**config.mk**
```make
export PLATFORM = sky130hd
export DESIGN_NAME = lacms_top
export DESIGN_NICKNAME = d
export VERILOG_FILES = /design/src/rtl/lacms_pkg.sv /design/src/rtl/lacms_sync.sv /design/src/rtl/lacms_top.sv
export SDC_FILE = /design/constraint.sdc
export NUM_CORES = 1
export LEC_CHECK = 0
export ABC_AREA = 0
export BUFFER_PORTS_ARGS = -buffer_cell sky130_fd_sc_hd__buf_2
export CAP_MARGIN = 10
export CORE_ASPECT_RATIO = 0.7
export CORE_MARGIN = 2
export CORE_UTILIZATION = 50
export CTS_CLUSTER_SIZE = 25
export DETAILED_ROUTE_END_ITERATION = 10
export PLACE_DENSITY_LB_ADDON = 0.08
export SLEW_MARGIN = 20
export SYNTH_ARGS = -nofsm -noshare
export SYNTH_HDL_FRONTEND = slang
export SYNTH_SLANG_ARGS = --single-unit
```
**constraint.sdc**
```tcl
create_clock -name clk -period 2.4 [get_ports clk]
set_clock_uncertainty 0.05 [all_clocks]
set_input_delay 0.24 -clock clk [delete_from_list [all_inputs] [get_ports clk]]
set_output_delay 0.24 -clock clk [all_outputs]
set_load 0.01 [all_outputs]
```
**src/rtl/lacms_pkg.sv**
```systemverilog
// Package of constants and types for the charge mode sequencer
package lacms_pkg;

  // ***************************************************************
  // Mode encoding
  // ***************************************************************
  typedef enum logic [5:0] {
    LACMS_IDLE    = 6'h01,
    LACMS_TRICKLE = 6'h02,
    LACMS_CC      = 6'h04,
    LACMS_OVCHG   = 6'h08,
    LACMS_FLOAT   = 6'h10,
    LACMS_SLEEP   = 6'h20
  } lacms_mode_e;

  // ***************************************************************
  // Comparator bundle
  // ***************************************************************
  typedef struct packed {
    logic above_lockout;  // Input above input_lockout_level
    logic input_present;  // Input above battery, sleep hysteresis
    logic bat_above_pre;  // Battery above 75% of overcharge target
    logic bat_near_oc;    // Battery near 14.8V overcharge target
    logic cur_below_end;  // Current below 38% of constant current
    logic bat_below_rech; // Battery below 83.95% of target
    logic over_voltage;   // Over-voltage comparator tripped
  } lacms_cmp_s;

  // Loop target selects handed to the analog loops
  typedef struct packed {
    logic cur_trickle;    // Current target 17.5% of full
    logic cur_full;       // Current target 0.12V across sense resistor
    logic volt_oc;        // Voltage target 14.8V
    logic volt_float;     // Voltage target 13.55V
    logic ov_float_thr;   // Over-voltage at 0.98 instead of 1.07
  } lacms_loop_s;

  localparam int LACMS_CMP_W = 7;
  localparam lacms_cmp_s LACMS_CMP_RESET = 7'h00;
  localparam lacms_loop_s LACMS_LOOP_RESET = 5'h00;
  localparam logic LACMS_GATE_OFF = 1'b0;
  // Reset level of single-bit flops: status switch open, PWM request off
  localparam logic LACMS_BIT_RESET = 1'b0;

endpackage

```
**src/rtl/lacms_sync.sv**
```systemverilog
// Two flip-flop synchroniser for the comparator bundle
`timescale 1ns/10ps
module lacms_sync
  import lacms_pkg::*;
(
  // Clock and reset
  input wire logic clk,
  input wire logic reset_n,
  // Data
  input wire lacms_cmp_s async_in,
  output lacms_cmp_s sync_out
);

  lacms_cmp_s stage1;

  // First stage feeds only the second stage
  always_ff @(posedge clk or negedge reset_n)
  begin
    if (!reset_n)
    begin
      stage1 <= LACMS_CMP_RESET;
      sync_out <= LACMS_CMP_RESET;
    end
    else
    begin
      stage1 <= async_in;
      sync_out <= stage1;
    end
  end

endmodule

```
**src/rtl/lacms_top.sv**
```systemverilog
// Charge mode sequencer for a switch-mode lead-acid charger
//
// Behaviour
// - Start a cycle only when input exceeds lockout and battery voltage.
// - At start, battery below 75% of target enters trickle mode.
// - Trickle mode selects current target of about 17.5% of full.
// - Battery rising past 75% moves trickle to constant current.
// - Constant current uses the 0.12V sense reference.
// - Battery falling below 75% in constant current returns to trickle.
// - Battery near 14.8V moves constant current to overcharge.
// - Current decayed to 38% ends overcharge and enters float.
// - Float mode switches the voltage target to 13.55V.
// - Status pin pulled low in trickle, constant current, overcharge.
// - Status pin released in float mode.
// - Input removal then return from float starts a fresh cycle.
// - Float battery below 83.95% of target restarts a cycle.
// - Input absent places charger in sleep, charging stopped.
// - Over-voltage holds switch off until the condition clears.
// - Over-voltage threshold is 1.07 of target outside float.
// - Status pin released when input under lockout or battery.
`timescale 1ns/10ps
module lacms_top
  import lacms_pkg::*;
(
  // Clock and reset
  input wire logic clk,
  input wire logic reset_n,
  // Comparator results from the analog front end
  input wire lacms_cmp_s cmp_in,
  // PWM request from the internal oscillator and loops
  input wire logic pwm_in,
  // Gate drive to the external switch
  output logic gate_drive_out,
  // Open-drain status pin, low when driven
  output logic charge_active_out,
  output logic charge_active_oe,
  // Loop target selects and mode view
  output lacms_loop_s loop_sel,
  output lacms_mode_e mode
);

  // ***************************************************************
  // Input synchronisation
  // ***************************************************************
  lacms_cmp_s cmp;
  logic pwm_s1;
  logic pwm_s2;

  lacms_sync u_sync (
    .clk(clk),
    .reset_n(reset_n),
    .async_in(cmp_in),
    .sync_out(cmp)
  );

  always_ff @(posedge clk or negedge reset_n)
  begin
    if (!reset_n)
    begin
      pwm_s1 <= LACMS_BIT_RESET;
      pwm_s2 <= LACMS_BIT_RESET;
    end
    else
    begin
      pwm_s1 <= pwm_in;
      pwm_s2 <= pwm_s1;
    end
  end

  // ***************************************************************
  // Mode sequencing
  // ***************************************************************
  lacms_mode_e next_mode;
  wire supply_ok = cmp.above_lockout & cmp.input_present;
  wire start_mode_trickle = !cmp.bat_above_pre;

  always_comb
  begin
    next_mode = mode;
    if (!cmp.above_lockout)
      next_mode = LACMS_IDLE;
    else if (!cmp.input_present)
      next_mode = LACMS_SLEEP;
    else
    begin
      case (mode)
        LACMS_IDLE, LACMS_SLEEP:
          // Re-entry after a supply loss always starts fresh
          next_mode = start_mode_trickle ? LACMS_TRICKLE : LACMS_CC;
        LACMS_TRICKLE:
          if (cmp.bat_above_pre)
            next_mode = LACMS_CC;
        LACMS_CC:
          if (!cmp.bat_above_pre)
            next_mode = LACMS_TRICKLE;
          else if (cmp.bat_near_oc)
            next_mode = LACMS_OVCHG;
        LACMS_OVCHG:
          if (cmp.cur_below_end)
            next_mode = LACMS_FLOAT;
        LACMS_FLOAT:
          if (cmp.bat_below_rech)
            next_mode = start_mode_trickle ? LACMS_TRICKLE : LACMS_CC;
        default:
          next_mode = LACMS_IDLE;
      endcase
    end
  end

  // ***************************************************************
  // Output decode
  // ***************************************************************
  wire charging = (next_mode == LACMS_TRICKLE) | (next_mode == LACMS_CC)
    | (next_mode == LACMS_OVCHG);
  wire in_float = (next_mode == LACMS_FLOAT);
  // Over-voltage is checked on the synchronised level, so the switch may
  // run two extra cycles after a trip; fine against a 315 kHz PWM
  wire next_gate = (charging | in_float) & supply_ok & !cmp.over_voltage
    & pwm_s2;
  lacms_loop_s next_loop;

  always_comb
  begin
    next_loop = LACMS_LOOP_RESET;
    next_loop.cur_trickle = (next_mode == LACMS_TRICKLE);
    next_loop.cur_full = (next_mode == LACMS_CC);
    next_loop.volt_oc = (next_mode == LACMS_OVCHG);
    next_loop.volt_float = in_float;
    next_loop.ov_float_thr = in_float;
  end

  always_ff @(posedge clk or negedge reset_n)
  begin
    if (!reset_n)
    begin
      mode <= LACMS_IDLE;
      gate_drive_out <= LACMS_GATE_OFF;
      charge_active_oe <= LACMS_BIT_RESET;
      loop_sel <= LACMS_LOOP_RESET;
    end
    else
    begin
      mode <= next_mode;
      gate_drive_out <= next_gate;
      charge_active_oe <= charging;
      loop_sel <= next_loop;
    end
  end

  // Pin level when driven is always low
  always_ff @(posedge clk or negedge reset_n)
  begin
    if (!reset_n)
      charge_active_out <= LACMS_BIT_RESET;
    else
      charge_active_out <= 1'b0;
  end
endmodule

```
==> results.ini, run 1 <==
[timing]
fin_setup_tns_ns=0
setup_slack_ns=0.334
worst_pin_slew_ns=0.580
final-setup-viol-count=0
rsz0062_at_grt=false
clock.fmax_mhz=484
maxSlewHeadroom=0.613
hold_violations=0
period_share=0.861
fin_crit_ns=2.07
drv_slew=0

[detailed_routing]
viasPerCell=5.30
avgRoutedWirePerCell_um=13.1
drc=0
ant_nets=0
drtPass1Iterations=4
drt-total-wl_mm=1.76
drt-initial-drc-count=22
vias=710

[final_layout]
seq_area_um2=702
fillers=171
finalNetCount=121
final_cell_count_no_fill=134
diodes=0
multiInputGateArea_um2=327
syn_to_final_growth_pct=21.8
drive_above_1_share=0.318

[placed_design]
port_buffers=22
hpwl_mm=1.13
gp_congestion=0.826
placed_cells=121
place_ws_ns=0.359

[clocking]
cts_resized=0
root_buffer=clkbuf_4
clkTransAtPathRegs_ns=0.14
post-cts-setup-buffer-count=0
h-tree-depth=1
clock_latency_ns=0.32
cts_buffers=3
cts.sinks=28
cts_tree=yes
clk_path_buf_depth=2

[worst_hold_path]
whs_endpoint=u_sync.sync_out[3]
holdCritStartpoint=u_sync.stage1[3]
hold_path_depth=0
min_path_type=reg2reg

[flow_run]
drv_cap=0

[worst_setup_path]
cpPeakStageDelay_ns=0.56
r2r_slack_ns=0.33
timing.rr.start=mode[5]
worstPathCellList=inv_2 -> or4_4 -> a211oi_2 -> o211ai_4 -> nor3b_1
cp_slowest_cell=dfrtp_1
crit_fanout=10
criticalPathCategory=reg2reg
critPathCaptureType=flop
critPathLaunchType=flop
r2r-end=loop_sel[4]
required_ns=2.60
worst_r2r_path_depth=5
critPathArrivalTime_ns=2.26

[yosys]
netlist_area_um2=1080
avgSynthCellArea_um2=13.4
synthDistinctLibCells=32
synthCells=81
ys_ff_latch=28
yosys_warnings=0
syn-num-nets=91
ys_seq_area_frac=0.649

[global_route]
grt_max_degree=29
grt_pass1_vias=639
grt-ovfl-total=0
antenna_found_initial=0
track_usage=0.159
grt_pass1_wl_mm=2.86

[die]
io-pin-count=24
die_area_um2=2560
die_x_um=59.6
start_util=0.515
die_h_um=42.9
row_count=14
core_um2=2100

[power_and_ir_drop]
leakage_nw=0.613
finalPower_mw=0.892
p_per_area_nw_per_um2=676
peakVddDrop_v=0.000357

[status]
status=complete, no violations

[placed cells by master (no fill, tap or decap), drive strengths merged]
master       count
bufinv           1
mux2i            1
o211ai           3
nor3b            3
or4              3
nor2b            1
a21oi            2
o21ai            2
conb             1
a211oi           2
nor2             8
dlygate4sd3      9
xor2             3
nand2b           3
dfstp            1
o311ai           1
a31oi            1
dfrtp           27
nor4b            3
or3              1
nor3             1
o22ai            1
inv              2
buf             22
nand2            3
o31ai            2
clkbuf           3
[metrics by stage]
stage          instance area, um2   util  hold slack [ns]
2_1_floorplan                1080      -           -0.106
3_3_place_gp                 1180  0.560            0.217
5_1_grt                      1320  0.627            0.324
6_report                     1320  0.627            0.314
3_5_place_dp                 1180  0.560            0.222
4_1_cts                      1320  0.627            0.316
[worst max-delay path: cells and delay by family, from the launching register on]
| kind | cells | cell delay, ns |
|---|---|---|
| flip-flops | 1 | 0.56 |
| buffers and inverters | 1 | 0.06 |
| AND/OR/NAND/NOR | 2 | 0.76 |
| AO/OA/AOI/OAI | 2 | 0.54 |
[repair_timing]
item	in CTS	in global routing
hold buffers	9	0
endpoints found under the setup margin	0	0
hold endpoints to repair	35	0
[registers in the layout, summed over array words and instances (netlist names)]
register,flops
charge_active_oe,1
gate_drive_out,1
loop_sel,4
mode,6
pwm_s1,1
pwm_s2,1
u_sync.stage1,7
u_sync.sync_out,7
[Yosys cell counts]
library cell	count	area, um2
mux2i_1	1	10.0
o211ai_4	1	21.3
or4_1	1	7.51
nor3_1	1	5.00
a211oi_1	1	7.51
nor3b_1	2	15.0
nand2_1	3	11.3
inv_2	1	3.75
a31oi_1	1	6.26
nor2_1	8	30.0
nand2b_1	3	18.8
dfrtp_1	27	676
dfstp_2	1	26.3
buf_2	1	5.00
clkbuf_1	1	3.75
a21oi_1	2	10.0
conb_1	1	3.75
inv_1	1	3.75
o22ai_1	1	6.26
nor2b_1	1	6.26
o211ai_1	2	15.0
nor4b_1	3	26.3
or3_4	1	11.3
o31ai_1	2	15.0
buf_4	2	15.0
buf_6	2	22.5
o21ai_0	2	10.0
nor3b_2	1	12.5
or4_4	2	22.5
a211oi_2	1	12.5
o311ai_2	1	16.3
xor2_1	3	26.3
[logic make-up (layout without fill, tap and decap cells)]
family / Yosys count / in the layout / synth area share
xor+xnor: 3 / 3 / 0.0243
other cells: 1 / 1 / 0.00346
compound gates: 14 / 14 / 0.111
flops: 28 / 28 / 0.649
mux: 1 / 1 / 0.00925
simple gates: 26 / 26 / 0.154
buf+inv: 8 / 37 / 0.0497
[worst max path at each step]
stage            start                to  depth (start not counted)  slack (ns)
6_report       mode[5]       loop_sel[4]                          5        0.33
5_1_grt        mode[5]       loop_sel[4]                          5        0.14
4_1_cts        mode[5]       loop_sel[4]                          5        0.31
3_5_place_dp   mode[5]       loop_sel[4]                          5        0.36
3_3_place_gp   mode[5]       loop_sel[4]                          5        0.41
2_1_floorplan  mode[2]  charge_active_oe                          6        0.50
[routing by layer]
| metal | track usage | vias up | part of all wire |
|---|---|---|---|
| li1 | - | 338 | - |
| met1 | 0.190 | 349 | 0.44 |
| met2 | 0.259 | 21 | 0.50 |
| met3 | 0.0549 | 2 | 0.047 |
| met4 | 0.0667 | 0 | 0.0074 |
| met5 | 0 | - | 0 |
[layout make-up]
type / instances / area share
Timing Repair Buffer: 31 / 0.152
Sequential cell: 28 / 0.532
Clock inverter: 1 / 0.0228
Clock buffer: 3 / 0.0171
Multi-Input combinational cell: 45 / 0.248
Tap cell: 24 / 0.0228
Inverter: 2 / 0.00569
[where the power goes]
group / internal [mW] / leakage, nW / switching, mW
combinational: 0.0422 / 0.237 / 0.0399
clock: 0.169 / 0.0279 / 0.132
sequential: 0.492 / 0.349 / 0.0175
total: 0.703 / 0.613 / 0.189
Power figures use the tool's default switching activity.
==> run 2, diff against run 1 <==
--- a/config.mk
+++ b/config.mk
@@ -9,10 +9,11 @@
 export BUFFER_PORTS_ARGS = -buffer_cell sky130_fd_sc_hd__buf_2
 export CAP_MARGIN = 10
 export CORE_ASPECT_RATIO = 0.7
-export CORE_MARGIN = 2
+export CORE_MARGIN = 4
 export CORE_UTILIZATION = 50
 export CTS_CLUSTER_SIZE = 25
 export DETAILED_ROUTE_END_ITERATION = 10
+export GPL_TIMING_DRIVEN = 0
 export PLACE_DENSITY_LB_ADDON = 0.08
 export SLEW_MARGIN = 20
 export SYNTH_ARGS = -nofsm -noshare
==> results.ini, run 2 (synthesis results as in run 1) <==
[status]
status=complete, no violations

[die]
start_util=0.554
die_x_um=63.6
die_area_um2=2980
row_count=13
core_um2=1950
die_h_um=46.9
io-pin-count=24

[clocking]
cts_buffers=3
clock_latency_ns=0.31
cts_tree=yes
clkTransAtPathRegs_ns=0.14
clk_path_buf_depth=2
root_buffer=clkbuf_4
h-tree-depth=1
cts.sinks=28
cts_resized=0

[power_and_ir_drop]
p_per_area_nw_per_um2=658
peakVddDrop_v=0.000440
leakage_nw=0.641

[timing]
rsz0062_at_grt=false
clock.fmax_mhz=499
maxSlewHeadroom=0.612
final-setup-viol-count=0
worst_pin_slew_ns=0.582
fin_crit_ns=2.00
period_share=0.835
fin_setup_tns_ns=0
hold_violations=0
drv_slew=0

[worst_hold_path]
min_path_type=reg2reg
hold_path_depth=0

[final_layout]
multiInputGateArea_um2=327
drive_above_1_share=0.345
seq_area_um2=702
fillers=149
reg_top3=u_sync.stage1 x7, u_sync.sync_out x7, mode x6
final_cell_count_no_fill=138
syn_to_final_growth_pct=25.9
diodes=0
mostFrequentLayoutCell=dfrtp_1
most-common-layout-cells=27 x dfrtp_1, 23 x buf_2, 9 x dlygate4sd3_1
finalNetCount=127

[worst_setup_path]
worst_r2r_path_depth=5
required_ns=2.59
crit_fanout=10
critPathLaunchType=flop
criticalPathCategory=reg2reg
critPathCaptureType=flop
critPathArrivalTime_ns=2.20

[placed_design]
placed_cells=125
hpwl_mm=1.20
gp_congestion=0.726
port_buffers=22

[detailed_routing]
avgRoutedWirePerCell_um=12.5
drtPass1Iterations=4
drt-initial-drc-count=53
ant_nets=0
viasPerCell=5.21
drc=0
vias=719
drt-total-wl_mm=1.73

[global_route]
grt_max_degree=29
antenna_found_initial=0
track_usage=0.139
grt-ovfl-total=0
grt_pass1_vias=733
grt_pass1_wl_mm=3.11

[flow_run]
drv_cap=0

## run 2: cell types whose count changed in the layout (fill, tap and decap cells not counted), sizes merged
cell,before,now
buf,22,27
clkbuf,3,4
## run 2: critical path, cell delays in order, from the launching register on
cell	delay, ns
dfrtp_1	0.41
buf_6	0.14
or4_1	0.61
a21oi_1	0.30
o211ai_4	0.19
nor3b_1	0.23
## run 2: metrics by stage
step                      hold WS (ns)  setup slack, ns  total power, mW  instance area (um2)   util
final                            0.314            0.396            0.896                 1360  0.698
after global routing             0.322            0.217            0.937                 1360  0.698
after CTS                        0.317            0.389            0.904                 1360  0.698
after detailed placement         0.222            0.439            0.596                 1220  0.625
after global placement           0.212            0.432            0.592                 1220  0.625
after floorplan                 -0.106            0.501            0.565                 1080      -
## run 2: timing repair
| item | 4_1_cts | 5_1_grt |
|---|---|---|
| setup buffers | 0 | 0 |
| hold endpoints to repair | 35 | 0 |
| hold buffers | 9 | 0 |
## run 2: final timing paths
kind	to	slack (ns)	from
max in group asynchronous	u_sync.sync_out[2]	1.53	reset_n
min in group asynchronous	loop_sel[2]	0.38	reset_n
worst max register to register	mode[1]	0.40	mode[5]
worst min register to register	u_sync.sync_out[5]	0.31	u_sync.stage1[5]
worst min-delay path	u_sync.sync_out[5]	0.31	u_sync.stage1[5]
worst max-delay path	mode[1]	0.40	mode[5]
## run 2: cell type report
| cell class | count | area share |
|---|---|---|
| multi-input cells | 45 | 0.240 |
| well taps | 22 | 0.0202 |
| clock inverters | 1 | 0.0220 |
| clock buffers | 3 | 0.0165 |
| repair buffers | 31 | 0.147 |
| inverters | 2 | 0.00551 |
| flip-flops and latches | 28 | 0.515 |
| plain buffers | 6 | 0.0340 |
## run 2: layer usage
layer | part of all wire | GRT usage
met2 | 0.48 | 0.247
met1 | 0.44 | 0.161
met3 | 0.055 | 0.0407
met5 | 0 | 0
met4 | 0.017 | 0.0644
## run 2: power breakdown
| part | switching [mW] | internal, mW |
|---|---|---|
| Clock | 0.130 | 0.169 |
| Combinational | 0.0489 | 0.0471 |
| Sequential | 0.00938 | 0.492 |
| Total | 0.189 | 0.708 |
==> run 3, diff against run 2 <==
==> constraint.sdc (replaced) <==
create_clock -name clk -period 1.95 [get_ports clk]
set_clock_uncertainty 0.05 [all_clocks]
set_input_delay 0.195 -clock clk [delete_from_list [all_inputs] [get_ports clk]]
set_output_delay 0.195 -clock clk [all_outputs]
set_load 0.01 [all_outputs]
==> results.ini, run 3 (synthesis results as in run 1) <==
[status]
status=complete, no violations

[worst_setup_path]
critPathLaunchType=flop
criticalPathCategory=reg2reg
r2r-end=charge_active_oe
r2r_slack_ns=0.04
required_ns=2.16
critPathArrivalTime_ns=2.12
crit_fanout=5
critPathCaptureType=flop
timing.rr.start=mode[2]
worst_r2r_path_depth=6

[power_and_ir_drop]
finalPower_mw=1.13
p_per_area_nw_per_um2=778
leakage_nw=0.676
peakVddDrop_v=0.000549

[placed_design]
port_buffers=22
hpwl_mm=1.20
place_ws_ns=-0.0111
gp_congestion=0.726

[die]
start_util=0.554
core_um2=1950
io-pin-count=24
die_area_um2=2980
row_count=13
die_x_um=63.6
die_h_um=46.9

[detailed_routing]
drc=0
drt-initial-drc-count=33
viasPerCell=5.35
drtPass1Iterations=4
vias=754
avgRoutedWirePerCell_um=14.5
drt-total-wl_mm=2.04
ant_nets=0

[clocking]
clkTransAtPathRegs_ns=0.14
cts.sinks=28
cts_buffers=3
clock_latency_ns=0.31
root_buffer=clkbuf_4
clk_path_buf_depth=2
cts_tree=yes
h-tree-depth=1

[final_layout]
finalNetCount=130
syn_to_final_growth_pct=34.2
reg_top3=u_sync.stage1 x7, u_sync.sync_out x7, mode x6
fillers=133
mostFrequentLayoutCell=dfrtp_1
most-common-layout-cells=26 x dfrtp_1, 22 x buf_2, 9 x dlygate4sd3_1
drive_above_1_share=0.437
diodes=0

[timing]
fin_setup_tns_ns=0
hold_slack_ns=0.314
worst_pin_slew_ns=0.582
fin_crit_ns=1.91
maxSlewHeadroom=0.612
final-setup-viol-count=0
rsz0062_at_grt=true
setup_slack_ns=0.0397
hold_violations=0
period_share=0.980
clock.fmax_mhz=523
drv_slew=0

[global_route]
grt-ovfl-total=0
grt_pass1_wl_mm=3.14
grt_max_degree=29
track_usage=0.140
grt_pass1_vias=735
antenna_found_initial=0

[worst_hold_path]
whs_endpoint=u_sync.sync_out[5]
holdCritStartpoint=u_sync.stage1[5]
hold_path_depth=0
min_path_type=reg2reg

[flow_run]
drv_cap=0

## run 3: cell types whose count changed in the layout (fill, tap and decap cells not counted), sizes merged
cell    before  now
clkbuf       4    3
o211ai       3    4
buf         27   30
## run 3: through the flow
step	util	cells	instance area, um2
2_1_floorplan	-	81	1080
3_3_place_gp	0.625	125	1220
3_5_place_dp	0.625	125	1220
4_1_cts	0.706	138	1380
5_1_grt	0.744	141	1450
6_report	0.744	141	1450
## run 3: what timing repair did
item / CTS / global route
hold buffers: 9 / 0
cloned: 0 / 1
buffers inserted: 0 / 4
gates resized for setup: 3 / 9
pin swaps: 1 / 8
endpoints found under the hold margin: 35 / 0
setup endpoints to repair: 4 / 7
## run 3: power breakdown
part	internal [mW]	switching, mW
clock	0.208	0.158
sequential	0.606	0.0203
combinational	0.0723	0.0665
total	0.886	0.245
## run 3: worst max path at each step
stage	endpoint	startpoint	depth (start not counted)	slack (ns)
5_1_grt	mode[1]	mode[2]	5	-0.05
2_1_floorplan	charge_active_oe	mode[2]	6	0.05
6_report	charge_active_oe	mode[2]	6	0.04
3_5_place_dp	mode[1]	mode[5]	5	-0.01
3_3_place_gp	mode[1]	mode[5]	5	-0.02
4_1_cts	mode[1]	mode[5]	6	0.0007
## run 3: metal layers
layer | GRT usage | wire, um
met1 | 0.166 | 908
met2 | 0.247 | 1020
met3 | 0.0407 | 91
met4 | 0.0644 | 21
met5 | 0 | 0
## run 3: layout make-up
cell class	instances	area (um2)	share of cell area
plain buffers	4	37.5	0.0258
clock buffers	3	22.5	0.0155
clock inverters	1	30.0	0.0207
inverters	2	10.0	0.00689
multi-input cells	46	392	0.270
flip-flops and latches	28	703	0.484
well taps	22	27.5	0.0189
repair buffers	35	230	0.158
## run 3: critical path: stages, from the launching register on
cell     delay (ns)
dfrtp_1        0.42
buf_6          0.13
or4_4          0.54
or3_4          0.37
o31ai_2        0.10
mux2i_1        0.12
a21oi_1        0.13
